File: config.mk
export PLATFORM = sky130hd
export DESIGN_NAME = bpa_arbiter_flat
export DESIGN_NICKNAME = d
export VERILOG_FILES = /design/src/common/bpa_pkg.sv /design/src/common/bpa_if.sv /design/src/hdl/bpa_arbiter.sv /design/src/hdl/bpa_pick.sv /design/src/flat_wrapper.sv
export SDC_FILE = /design/constraint.sdc
export NUM_CORES = 1
export LEC_CHECK = 0
export BUFFER_PORTS_ARGS = -buffer_cell sky130_fd_sc_hd__buf_2
export CORE_MARGIN = 1.5
export CORE_UTILIZATION = 49
export DETAILED_ROUTE_END_ITERATION = 6
export PLACE_DENSITY = 0.8
export SLEW_MARGIN = 20
export SYNTH_ARGS = -nofsm -noshare
export SYNTH_HDL_FRONTEND = slang
export SYNTH_HIERARCHICAL = 1
export SYNTH_SLANG_ARGS = --single-unit
File: constraint.sdc
create_clock -name CLK_SYS -period 4.7 [get_ports CLK_SYS]
set_input_delay 0 -clock CLK_SYS [delete_from_list [all_inputs] [get_ports CLK_SYS]]
set_output_delay 0 -clock CLK_SYS [all_outputs]
set_load 0.01 [all_outputs]
File: src/common/bpa_pkg.sv
package bpa_pkg;
  // ****************************************
  // timing
  // ****************************************
  localparam int CLK_PERIOD_NS   = 10;
  localparam int XFER_MIN_NS     = 750;
  localparam int XFER_GAP_CYCLES = (XFER_MIN_NS + CLK_PERIOD_NS - 1) / CLK_PERIOD_NS;
  // ****************************************
  // status word layout
  // ****************************************
  localparam int PSW_C_BIT       = 0;
  localparam int PSW_V_BIT       = 1;
  localparam int PSW_Z_BIT       = 2;
  localparam int PSW_N_BIT       = 3;
  localparam int PSW_T_BIT       = 4;
  localparam int PSW_PRI_LSB     = 5;
  localparam int PSW_PRI_MSB     = 7;
  localparam logic [15:0] PSW_RESET = 16'h00E0;
  localparam logic [15:0] PSW_MASK  = 16'h00FF;
  // ****************************************
  // address space
  // ****************************************
  localparam int ADDR_W          = 16;
  localparam logic [15:0] IO_BASE = 16'hE000;
  // ****************************************
  // controller register offsets (byte addresses)
  // ****************************************
  localparam logic [7:0] REG_PSW    = 8'h00;
  localparam logic [7:0] REG_CTRL   = 8'h04;
  localparam logic [7:0] REG_RESULT = 8'h08;
  localparam logic [7:0] REG_GRANT  = 8'h0C;
  localparam logic [7:0] REG_STATUS = 8'h10;
  localparam logic [7:0] REG_MASK   = 8'h14;
  localparam int CTRL_INSTR_END  = 0;
  localparam int CTRL_FETCH      = 1;
  localparam int CTRL_RMW        = 2;
  localparam int CTRL_RES_VALID  = 3;
  localparam int CTRL_RES_CARRY  = 4;
  localparam int CTRL_RES_OVF    = 5;
  localparam int EV_GRANT        = 0;
  localparam int EV_TRAP         = 1;
  localparam int EV_W            = 2;
  // ****************************************
  // request classes
  // ****************************************
  localparam int NUM_CLASS       = 5;
  localparam int CLS_NPR         = 4;
  typedef enum logic [1:0] {ARB_IDLE = 2'b00, ARB_GRANT = 2'b01, ARB_BUSY = 2'b11,
                            ARB_GAP = 2'b10} bpa_arb_e;
endpackage : bpa_pkg

File: src/common/bpa_if.sv
`timescale 1ns/1ps
interface bpa_if #(parameter int N_DEV = 4);
  import bpa_pkg::*;
  logic [NUM_CLASS-1:0] req    [N_DEV];
  logic [N_DEV-1:0]     grant;
  logic                 bus_busy [N_DEV];
  logic                 msyn   [N_DEV];
  logic                 ssyn;
  logic [ADDR_W-1:0]    addr   [N_DEV];
  logic                 we     [N_DEV];
  logic                 byte_x [N_DEV];
  logic [15:0]          wdata  [N_DEV];
  logic [15:0]          rdata;
  modport arbiter (input req, input bus_busy, input msyn, output grant, output ssyn, output rdata);
  modport requester (output req, output bus_busy, output msyn, output addr, output we,
                     output byte_x, output wdata, input grant, input ssyn, input rdata);
endinterface : bpa_if

File: src/hdl/bpa_arbiter.sv
// Design decisions made here: the register addresses and the Wishbone slave port.
`timescale 1ns/1ps
module bpa_arbiter
  import bpa_pkg::*;
#(
  parameter int N_DEV = 4
) (
  input  wire logic        CLK_SYS,
  input  wire logic        RESET,
  bpa_if.arbiter           BUS,
  input  wire logic        WB_CYC_I,
  input  wire logic        WB_STB_I,
  input  wire logic        WB_WE_I,
  input  wire logic [7:0]  WB_ADR_I,
  input  wire logic [3:0]  WB_SEL_I,
  input  wire logic [31:0] WB_DAT_I,
  output logic      [31:0] WB_DAT_O,
  output logic             WB_ACK_O,
  output logic             IRQ
);
  // ****************************************
  // pin synchronisers (3 stages)
  // ****************************************
  logic [NUM_CLASS-1:0] req_s1 [N_DEV];
  logic [NUM_CLASS-1:0] req_s2 [N_DEV];
  logic [NUM_CLASS-1:0] req_s3 [N_DEV];
  logic [N_DEV-1:0]     busy_s1, busy_s2, busy_s3;
  logic [N_DEV-1:0]     msyn_s1, msyn_s2, msyn_s3;
  logic [NUM_CLASS-1:0] req_q [N_DEV];
  logic [N_DEV-1:0]     busy_q, msyn_q;
  genvar g;
  generate
    for (g = 0; g < N_DEV; g++) begin : g_sync
      always_ff @(posedge CLK_SYS or posedge RESET) begin
        if (RESET) begin
          req_s1[g]  <= '0;
          req_s2[g]  <= '0;
          req_s3[g]  <= '0;
          req_q[g]   <= '0;
          busy_s1[g] <= 1'b0;
          busy_s2[g] <= 1'b0;
          busy_s3[g] <= 1'b0;
          busy_q[g]  <= 1'b0;
          msyn_s1[g] <= 1'b0;
          msyn_s2[g] <= 1'b0;
          msyn_s3[g] <= 1'b0;
          msyn_q[g]  <= 1'b0;
        end else begin
          req_s1[g]  <= BUS.req[g];
          req_s2[g]  <= req_s1[g];
          req_s3[g]  <= req_s2[g];
          busy_s1[g] <= BUS.bus_busy[g];
          busy_s2[g] <= busy_s1[g];
          busy_s3[g] <= busy_s2[g];
          msyn_s1[g] <= BUS.msyn[g];
          msyn_s2[g] <= msyn_s1[g];
          msyn_s3[g] <= msyn_s2[g];
          for (int c = 0; c < NUM_CLASS; c++) begin
            if (req_s2[g][c] == req_s3[g][c]) begin
              req_q[g][c] <= req_s3[g][c];
            end
          end
          if (busy_s2[g] == busy_s3[g]) begin
            busy_q[g] <= busy_s3[g];
          end
          if (msyn_s2[g] == msyn_s3[g]) begin
            msyn_q[g] <= msyn_s3[g];
          end
        end
      end
    end
  endgenerate
  // ****************************************
  // registers
  // ****************************************
  logic [15:0]    psw_r;
  logic [5:0]     ctrl_r;
  logic [15:0]    result_r;
  logic [EV_W-1:0] status_r, mask_r;
  logic           trace_armed_r;
  logic [2:0]     pri;
  assign pri = psw_r[PSW_PRI_MSB:PSW_PRI_LSB];
  // ****************************************
  // class selection
  // ****************************************
  logic [NUM_CLASS-1:0] cls_any;
  logic [NUM_CLASS-1:0] cls_ok;
  always_comb begin
    cls_any = '0;
    for (int d = 0; d < N_DEV; d++) begin
      cls_any = cls_any | req_q[d];
    end
  end
  // class index 4 = npr, 3..0 = levels 7..4
  logic instr_end, in_rmw;
  assign instr_end = ctrl_r[CTRL_INSTR_END];
  assign in_rmw    = ctrl_r[CTRL_RMW];
  generate
    for (g = 0; g < NUM_CLASS - 1; g++) begin : g_lvl
      // level g+4 granted only above priority, only between instructions
      assign cls_ok[g] = cls_any[g] && (3'(g + 4) > pri) && instr_end && !in_rmw;
    end
  endgenerate
  assign cls_ok[CLS_NPR] = cls_any[CLS_NPR] && !in_rmw;
  logic [NUM_CLASS-1:0] cls_rev, cls_pick_rev;
  logic                 cls_hit;
  always_comb begin
    for (int i = 0; i < NUM_CLASS; i++) begin
      cls_rev[i] = cls_ok[NUM_CLASS-1-i];
    end
  end
  bpa_pick #(.N(NUM_CLASS)) u_cls (
    .req    (cls_rev),
    .onehot (cls_pick_rev),
    .any    (cls_hit)
  );
  logic [NUM_CLASS-1:0] win_cls;
  always_comb begin
    for (int i = 0; i < NUM_CLASS; i++) begin
      win_cls[i] = cls_pick_rev[NUM_CLASS-1-i];
    end
  end
  logic [N_DEV-1:0] dev_req, dev_pick;
  always_comb begin
    for (int d = 0; d < N_DEV; d++) begin
      dev_req[d] = |(req_q[d] & win_cls);
    end
  end
  bpa_pick #(.N(N_DEV)) u_dev (
    .req    (dev_req),
    .onehot (dev_pick),
    .any    ()
  );
  // ****************************************
  // grant state machine
  // ****************************************
  bpa_arb_e          state_r;
  logic [N_DEV-1:0]  grant_r;
  logic [7:0]        gap_r;
  logic              ssyn_r;
  logic              grant_ev;
  assign grant_ev  = (state_r == ARB_IDLE) && cls_hit;
  always_ff @(posedge CLK_SYS or posedge RESET) begin
    if (RESET) begin
      state_r <= ARB_IDLE;
      grant_r <= '0;
      gap_r   <= '0;
    end else begin
      case (state_r)
        ARB_IDLE: begin
          if (cls_hit) begin
            grant_r <= dev_pick;
            state_r <= ARB_GRANT;
          end
        end
        ARB_GRANT: begin
          if (|(busy_q & grant_r)) begin
            grant_r <= '0;
            state_r <= ARB_BUSY;
          end
        end
        ARB_BUSY: begin
          if (busy_q == '0) begin
            gap_r   <= 8'(XFER_GAP_CYCLES);
            state_r <= ARB_GAP;
          end
        end
        ARB_GAP: begin
          if (gap_r <= 8'h01) begin
            state_r <= ARB_IDLE;
          end else begin
            gap_r <= gap_r - 8'h01;
          end
        end
        default: state_r <= ARB_IDLE;
      endcase
    end
  end
  // master owning the bus keeps its busy; slave reply interlocked on msyn
  logic [N_DEV-1:0] owner_r;
  always_ff @(posedge CLK_SYS or posedge RESET) begin
    if (RESET) begin
      owner_r <= '0;
    end else if (state_r == ARB_GRANT && |(busy_q & grant_r)) begin
      owner_r <= grant_r;
    end else if (busy_q == '0) begin
      owner_r <= '0;
    end
  end
  always_ff @(posedge CLK_SYS or posedge RESET) begin
    if (RESET) begin
      ssyn_r <= 1'b0;
    end else begin
      ssyn_r <= |(msyn_q & owner_r);
    end
  end
  assign BUS.grant = grant_r;
  assign BUS.ssyn  = ssyn_r;
  assign BUS.rdata = psw_r;
  // ****************************************
  // wishbone slave and status word
  // ****************************************
  logic wb_hit, wb_wr, wb_rd_status;
  assign wb_hit       = WB_CYC_I && WB_STB_I && !WB_ACK_O;
  assign wb_wr        = wb_hit && WB_WE_I;
  assign wb_rd_status = wb_hit && !WB_WE_I && (WB_ADR_I == REG_STATUS);
  logic ctrl_wr;
  assign ctrl_wr = wb_wr && (WB_ADR_I == REG_CTRL) && WB_SEL_I[0];
  logic [15:0] res;
  assign res = result_r;
  always_ff @(posedge CLK_SYS or posedge RESET) begin
    if (RESET) begin
      psw_r <= PSW_RESET;
    end else if (wb_wr && WB_ADR_I == REG_PSW && WB_SEL_I[0]) begin
      psw_r <= {8'h00, WB_DAT_I[7:0]} & PSW_MASK;
    end else if (ctrl_wr && WB_DAT_I[CTRL_RES_VALID]) begin
      psw_r[PSW_Z_BIT] <= (res == 16'h0000);
      psw_r[PSW_N_BIT] <= res[15];
      psw_r[PSW_C_BIT] <= WB_DAT_I[CTRL_RES_CARRY];
      psw_r[PSW_V_BIT] <= WB_DAT_I[CTRL_RES_OVF];
    end
  end
  always_ff @(posedge CLK_SYS or posedge RESET) begin
    if (RESET) begin
      ctrl_r   <= '0;
      result_r <= '0;
      mask_r   <= '0;
    end else begin
      if (ctrl_wr) begin
        ctrl_r <= WB_DAT_I[5:0];
      end
      if (wb_wr && WB_ADR_I == REG_RESULT) begin
        result_r <= WB_DAT_I[15:0];
      end
      if (wb_wr && WB_ADR_I == REG_MASK) begin
        mask_r <= WB_DAT_I[EV_W-1:0];
      end
    end
  end
  // trace armed at fetch, trap raised when the instruction ends
  logic trap_ev;
  assign trap_ev = ctrl_wr && WB_DAT_I[CTRL_INSTR_END] && trace_armed_r;
  always_ff @(posedge CLK_SYS or posedge RESET) begin
    if (RESET) begin
      trace_armed_r <= 1'b0;
    end else if (ctrl_wr && WB_DAT_I[CTRL_FETCH]) begin
      trace_armed_r <= psw_r[PSW_T_BIT];
    end else if (trap_ev) begin
      trace_armed_r <= 1'b0;
    end
  end
  logic [EV_W-1:0] ev;
  assign ev = {trap_ev, grant_ev};
  always_ff @(posedge CLK_SYS or posedge RESET) begin
    if (RESET) begin
      status_r <= '0;
    end else begin
      // set beats a read-clear in the same cycle
      status_r <= (wb_rd_status ? '0 : status_r) | ev;
    end
  end
  always_ff @(posedge CLK_SYS or posedge RESET) begin
    if (RESET) begin
      IRQ <= 1'b0;
    end else begin
      IRQ <= |(status_r & mask_r);
    end
  end
  always_ff @(posedge CLK_SYS or posedge RESET) begin
    if (RESET) begin
      WB_ACK_O <= 1'b0;
      WB_DAT_O <= '0;
    end else begin
      WB_ACK_O <= wb_hit;
      case (WB_ADR_I)
        REG_PSW:    WB_DAT_O <= {16'h0000, psw_r};
        REG_CTRL:   WB_DAT_O <= {26'h0, ctrl_r};
        REG_RESULT: WB_DAT_O <= {16'h0000, result_r};
        REG_GRANT:  WB_DAT_O <= {22'h0, 2'(state_r), 8'(grant_r)};
        REG_STATUS: WB_DAT_O <= {30'h0, status_r};
        REG_MASK:   WB_DAT_O <= {30'h0, mask_r};
        default:    WB_DAT_O <= 32'h0000_0000;
      endcase
    end
  end
endmodule : bpa_arbiter

File: src/hdl/bpa_pick.sv
`timescale 1ns/1ps
module bpa_pick #(
  parameter int N = 4
) (
  input  wire logic [N-1:0] req,
  output logic      [N-1:0] onehot,
  output logic              any
);
  // lowest index = electrically nearest wins
  always_comb begin
    onehot = '0;
    any    = 1'b0;
    for (int i = 0; i < N; i++) begin
      if (req[i] && !any) begin
        onehot[i] = 1'b1;
        any       = 1'b1;
      end
    end
  end
endmodule : bpa_pick

File: src/flat_wrapper.sv
// flat-port wrapper written by rule: the top's interface ports become plain ports
module bpa_arbiter_flat import bpa_pkg::*;
#(
  parameter int N_DEV = 4
)
  (CLK_SYS, RESET, WB_CYC_I, WB_STB_I, WB_WE_I, WB_ADR_I, WB_SEL_I, WB_DAT_I, WB_DAT_O, WB_ACK_O, IRQ, BUS_req, BUS_bus_busy, BUS_msyn, BUS_grant, BUS_ssyn, BUS_rdata);
  bpa_if #(.N_DEV(N_DEV)) BUS_i ();
  input  wire logic CLK_SYS;
  input  wire logic RESET;
  input  wire logic WB_CYC_I;
  input  wire logic WB_STB_I;
  input  wire logic WB_WE_I;
  input  wire logic [7:0] WB_ADR_I;
  input  wire logic [3:0] WB_SEL_I;
  input  wire logic [31:0] WB_DAT_I;
  output logic      [31:0] WB_DAT_O;
  output logic WB_ACK_O;
  output logic IRQ;
  input wire logic [$bits(BUS_i.req)-1:0] BUS_req;
  input wire logic [$bits(BUS_i.bus_busy)-1:0] BUS_bus_busy;
  input wire logic [$bits(BUS_i.msyn)-1:0] BUS_msyn;
  output wire logic [$bits(BUS_i.grant)-1:0] BUS_grant;
  output wire logic [$bits(BUS_i.ssyn)-1:0] BUS_ssyn;
  output wire logic [$bits(BUS_i.rdata)-1:0] BUS_rdata;
  assign BUS_i.req = {>>{BUS_req}};
  assign BUS_i.bus_busy = {>>{BUS_bus_busy}};
  assign BUS_i.msyn = {>>{BUS_msyn}};
  assign BUS_grant = BUS_i.grant;
  assign BUS_ssyn = BUS_i.ssyn;
  assign BUS_rdata = BUS_i.rdata;
  bpa_arbiter #(.N_DEV(N_DEV)) u_core (.CLK_SYS(CLK_SYS), .RESET(RESET), .BUS(BUS_i), .WB_CYC_I(WB_CYC_I), .WB_STB_I(WB_STB_I), .WB_WE_I(WB_WE_I), .WB_ADR_I(WB_ADR_I), .WB_SEL_I(WB_SEL_I), .WB_DAT_I(WB_DAT_I), .WB_DAT_O(WB_DAT_O), .WB_ACK_O(WB_ACK_O), .IRQ(IRQ));
endmodule
Word-level counts from Yosys, hierarchy flattened
Cells that the tools add are included.

Register bits: 184. Bits in latches: 0. Memory bits (writable): 0. ROM bits: 0. Input port bits: 77. Output and inout bits: 55. Logic and storage cells: 237. Memories: 0.

Add/sub/neg operators: 1. Multiply operators: 0. Div/mod/pow operators: 0. Magnitude comparators: 5. Equal/unequal tests: 41. Shift operators: 0. Muxes and demuxes: 34. Bitwise logic cells: 11. Reduce and logical (&&, ||, !) cells: 66.

Operators by type and width (number): $pmux 16 s6 (1); $logic_and 1x1->1 (37); $eq 1x1->1 (28); $mux 4 (6); $and 5x5->5 (4); $reduce_or 5->1 (4); $mux 1 (17); $eq 8x4->1 const B (2); $eq 8x5->1 const B (2); $logic_not 16->1 (1); $mux 8 (2); $pmux 8 s2 (1); $or 5x5->5 (3); $gt 3x3->1 const A (4); $logic_not 1->1 (10); $mux 2 (5); $reduce_bool 2->1 (5); $and 4x4->4 (2); $eq 8x3->1 const B (1); $le 8x1->1 const B (1); $logic_not 8->1 (1); $ne 2x1->1 const B (4); $pmux 2 s4 (1); $pmux 4 s2 (1); other kinds (12) (15).

Depth between registers and ports, before layout
Depth in word-level cells: 31. Mapped depth: 10. Depth with buffers taken out: 10.

By module
The synthesis kept the hierarchy.

Modules (own cells, without submodules): bpa_arbiter (times used 1, cells each 475, area each 6729.0 um^2, sequential area each 4608.2 um^2); bpa_pick (u_core.u_cls) (times used 1, cells each 7, area each 55.1 um^2, sequential area each 0.0 um^2); bpa_pick (u_core.u_dev) (times used 1, cells each 5, area each 37.5 um^2, sequential area each 0.0 um^2).

Worst setup path before layout
Ideal clock, no wire load.

Path type: reg2reg. From: register u_core.ctrl_r[2]. To: register u_core.grant_r[3], in the netlist u_core/BUS.grant[3]. Setup time: 0.083 ns. Arrival time: 2.134 ns. Required time: 4.617 ns. Setup slack: 2.484 ns. Cell stages (with the launch flop): 10. Buffers on the path: 0. Clock period less this slack: 2.216 ns. Path through: dfrtp_1 -> nand2b_1 -> a311oi_1 -> nor4_2 -> and2_1 -> a222oi_1 -> nand2_1 -> nor4b_1 -> nand2_1 -> o21ai_0.

Elaborated cells between the ends (all ways): 45. Classes of those cells: eq/ne (1); mux (15); bitwise (4); reduce/logical (25).

RTL lines: start: declaration (RTL line bpa_arbiter.sv:77) `logic [5:0] ctrl_r;`; start signal: assignment (RTL line bpa_arbiter.sv:230) `ctrl_r <= WB_DAT_I[5:0];`; $logic_not 1->1 (*) (RTL line bpa_arbiter.sv:101) `assign cls_ok[g] = cls_any[g] && (3'(g + 4) > pri) && instr_end && !in_rmw;`; $logic_and 1x1->1 (*) (RTL line bpa_arbiter.sv:101); net u_core.cls_ok[3] (RTL line bpa_arbiter.sv:87) `logic [NUM_CLASS-1:0] cls_ok;`; $logic_and 1x1->1 (*) (RTL line bpa_pick.sv:14) `if (req[i] && !any) begin`; $mux 1 (*) (RTL line bpa_pick.sv:14); $logic_not 1->1 (RTL line bpa_pick.sv:14); $logic_and 1x1->1 (RTL line bpa_pick.sv:14); $mux 1 (*) (RTL line bpa_pick.sv:14); [6 not listed]; net u_core.cls_pick_rev[4] (RTL line bpa_arbiter.sv:105) `logic [NUM_CLASS-1:0] cls_rev, cls_pick_rev;`; [2 not listed]; net u_core.dev_req[0] (RTL line bpa_arbiter.sv:123) `logic [N_DEV-1:0] dev_req, dev_pick;`; [5 not listed]; $logic_and 1x1->1 (RTL line bpa_pick.sv:14); $mux 1 (*) (RTL line bpa_pick.sv:14); $logic_not 1->1 (*) (RTL line bpa_pick.sv:14); $logic_and 1x1->1 (*) (RTL line bpa_pick.sv:14); $mux 1 (*) (RTL line bpa_pick.sv:14); net u_core.dev_pick[3] (RTL line bpa_arbiter.sv:123); $mux 4 (*) (RTL line bpa_arbiter.sv:151) `if (cls_hit) begin`; $pmux 4 s2 (*) (RTL line bpa_arbiter.sv:149) `case (state_r)`; end signal: assignment (RTL line bpa_arbiter.sv:152) `grant_r <= dev_pick;`; end: declaration (RTL line bpa_arbiter.sv:138) `logic [N_DEV-1:0] grant_r;`.

Mark *: on every way through the listed nets, which the timed path passes. The rest lies on a longest branch. The select of a mux whose other input is x is not followed. A chain may end at the register's enable or synchronous reset.

Final worst setup path
From: register u_core.ctrl_r[2]. To: register u_core.grant_r[3], in the netlist u_core/BUS.grant[3].

Elaborated cells between the ends (all ways): 45. Classes of those cells: eq/ne (1); mux (15); bitwise (4); reduce/logical (25).

RTL lines (RTL line): $logic_not 1->1 (*) (bpa_arbiter.sv:101); $logic_and 1x1->1 (*) (bpa_arbiter.sv:101); net u_core.cls_ok[3] (bpa_arbiter.sv:87); $logic_and 1x1->1 (*) (bpa_pick.sv:14); $mux 1 (*) (bpa_pick.sv:14); $logic_not 1->1 (bpa_pick.sv:14); $logic_and 1x1->1 (bpa_pick.sv:14); $mux 1 (*) (bpa_pick.sv:14); [6 not listed]; net u_core.cls_pick_rev[4] (bpa_arbiter.sv:105); [2 not listed]; net u_core.dev_req[1] (bpa_arbiter.sv:123); [3 not listed]; $logic_and 1x1->1 (bpa_pick.sv:14); $mux 1 (*) (bpa_pick.sv:14); $logic_not 1->1 (*) (bpa_pick.sv:14); $logic_and 1x1->1 (*) (bpa_pick.sv:14); $mux 1 (*) (bpa_pick.sv:14); net u_core.dev_pick[3] (bpa_arbiter.sv:123); $mux 4 (*) (bpa_arbiter.sv:151); $pmux 4 s2 (*) (bpa_arbiter.sv:149).

Marks and branches as above.

==> impl_metrics.ini <==
[routing]
avgRoutedWirePerCell_um = 16.5
final_antenna_net_count = 0
dr.pass1.iters = 5
vias_per_cell = 5.29
wirelength_um = 13600
remaining_drc_errors = 0
vias = 4359
drt_iter0_markers = 305

[cells_and_area]
drive_above_1_share_pct = 25.3
diodes = 0
area_growth_pct = 24.3
final_nets = 714
fin_util_pct = 63.2

[placed_design]
dp_hpwl_um = 8560
gp_congestion = 0.890
io_buffers = 88
dp_slack_ps = 2220

[clock_network]
clk_pin_slew_worst_paths_ps = 60
cts_root_buffer = clkbuf_16
cts_made_buffers = 17
cts_resized = 0
cts_tree = built
clk_latency_ps = 420
cts.sinks = 184
htree_levels = 4
clk_path_buf_depth = 2

[timing]
finalSetupTns_ps = 0
fmax_ghz = 0.384
finalCritPeriodShare_pct = 55.4
timing.final.ws_setup_ps = 2100
fin_worst_skew_ps = 6.74
finalHoldViolCount = 0
setup_viol = 0
rsz0062_at_grt = no
slew_viol_final = 0
period_needed_ps = 2600
relSlewSlack_pct = 34.8
worst_slew_pin_slew_ps = 978

[logic_synthesis]
ys_warn_count = 6
netlist_instances = 486
avgSynthCellArea_sq_um = 14.0
syn_area_sq_um = 6810

[run_status]
status = completed

[power]
p_leak_uw = 0.00396
combPwrFrac_pct = 9.8
p_switching_uw = 888
p_int_uw = 2680
powerDensity_nw_per_um2 = 422
power_frac_clock_pct = 39.0
seqPwrFrac_pct = 51.1
p_sw_share_pct = 24.9
ir_worst_vdd_mv = 0.275

[grt]
overflow = 0
first_global_vias = 4411
grt_first_pass_wirelength_um = 21900
antenna_found_initial = 0
grt_max_degree = 185
grtUsageTotal_pct = 19.7

[floorplan]
ios = 132
fp.dieW_um = 121
die_h_um = 121
initial_core_util_pct = 50.8
num_rows = 42
design.die.area_sq_um = 14600
core_area_sq_um = 13400

[critical_path]
critPathMaxStageDelay_ps = 530
critPathRequiredTime_ps = 5050
crit_type = reg2reg
path_buf_inv = 0
cp_max_fo = 4
cp.arrival_ps = 2950
cp_cell_sequence = nand2b_1 > a311oi_1 > nor4_2 > and2_1 > a222oi_1 > nand2_1 > nor4b_1 > nand2_1 > o21ai_0
critPathCaptureType = flop
startpoint_type = flop
critPathTopFamily = simple AND/OR/NAND/NOR gates
path_common_cell = nand2_1
slowest_stage = a311oi_1

[worst_hold_path]
hold_class = in2reg

[flow_run]
max_cap_viol_count = 0
## metal layers
metal	global-route usage (%)	up-vias	routed length, um
li1	-	1987	-
met1	24.3	2156	5710
met2	32.5	178	6790
met3	4.75	38	711
met4	9.85	0	380
met5	0	-	0
## final timing paths
check | startpoint | to | slack (ps) | cells after the start
worst min-delay path | WB_SEL_I[0] | u_core/BUS.rdata[3] | 40 | 4
min in group asynchronous | RESET | u_core/req_q[1] | 320 | 4
worst min register to register | u_core/req_s1[17] | u_core/req_s2[17] | 350 | 0
worst max register to register | u_core/ctrl_r[2] | u_core/BUS.grant[3] | 2100 | 9
worst max-delay path | u_core/ctrl_r[2] | u_core/BUS.grant[3] | 2100 | 9
max in group asynchronous | RESET | u_core/req_s3[1] | 3590 | 4
## timing repair
item | 4_1_cts | 5_1_grt
buffers inserted | 0 | 0
endpoints found under the hold margin | 245 | 0
hold buffers | 53 | 0
## power by group through the flow
stage / Combinational (uW) / Sequential, uW / Clock [uW]
floorplan: 239 / 1810 / 0
global placement: 287 / 1840 / 0
detailed placement: 309 / 1850 / 0
CTS: 346 / 1820 / 1430
global route: 392 / 1840 / 1500
finish: 352 / 1830 / 1390
## layout make-up
type	count	area [sq um]
fill	996	4930
sequential	184	4610
multi-input combinational	282	2030
timing repair buffer	142	991
clock buffer	21	470
tap	176	220
clock inverter	11	123
inverter	8	33.8
## layout by cell type (no fill, tap or decap), types with 9 or more instances in the layout
master	instances
dlygate4sd3_1	53
clkbuf_16	17
nor4_1	10
nor2_1	17
nand2_1	34
and2_1	9
mux2_2	26
mux2i_1	14
buf_2	88
conb_1	24
o21ai_0	16
maj3_1	28
dfrtp_1	181
## metrics by stage
| step | hold slack (ps) | cells | power [uW] | cell area, sq um |
|---|---|---|---|---|
| global route | 47.0 | 824 | 3730 | 8470 |
| finish | 37.3 | 824 | 3570 | 8470 |
| detailed placement | 109 | 739 | 2160 | 7340 |
| CTS | 8.92 | 824 | 3590 | 8470 |
| floorplan | 31.4 | 509 | 2050 | 6900 |
| global placement | 108 | 739 | 2120 | 7340 |
## worst reg2reg max path, stage by stage, from the launching register on
cell      delay (ps)
dfrtp_1          420
nand2b_1         200
a311oi_1         530
nor4_2           130
and2_1           240
a222oi_1         370
nand2_1          140
nor4b_1          340
nand2_1           80
o21ai_0           70
## registers in the layout, summed over array words and instances (netlist names), 2 cells and up
register and count:
u_core/BUS.grant 4, u_core/BUS.rdata 8, u_core/WB_DAT_O 16, u_core/busy_q 4
u_core/busy_s1 4, u_core/busy_s2 4, u_core/busy_s3 4, u_core/ctrl_r 6
u_core/gap_r 8, u_core/mask_r 2, u_core/msyn_q 4, u_core/msyn_s1 4
u_core/msyn_s2 4, u_core/msyn_s3 4, u_core/owner_r 4, u_core/req_q 20
u_core/req_s1 20, u_core/req_s2 20, u_core/req_s3 20, u_core/res 16
u_core/state_r 2, u_core/status_r 2
Note: power is estimated with default switching activity, not from simulation.
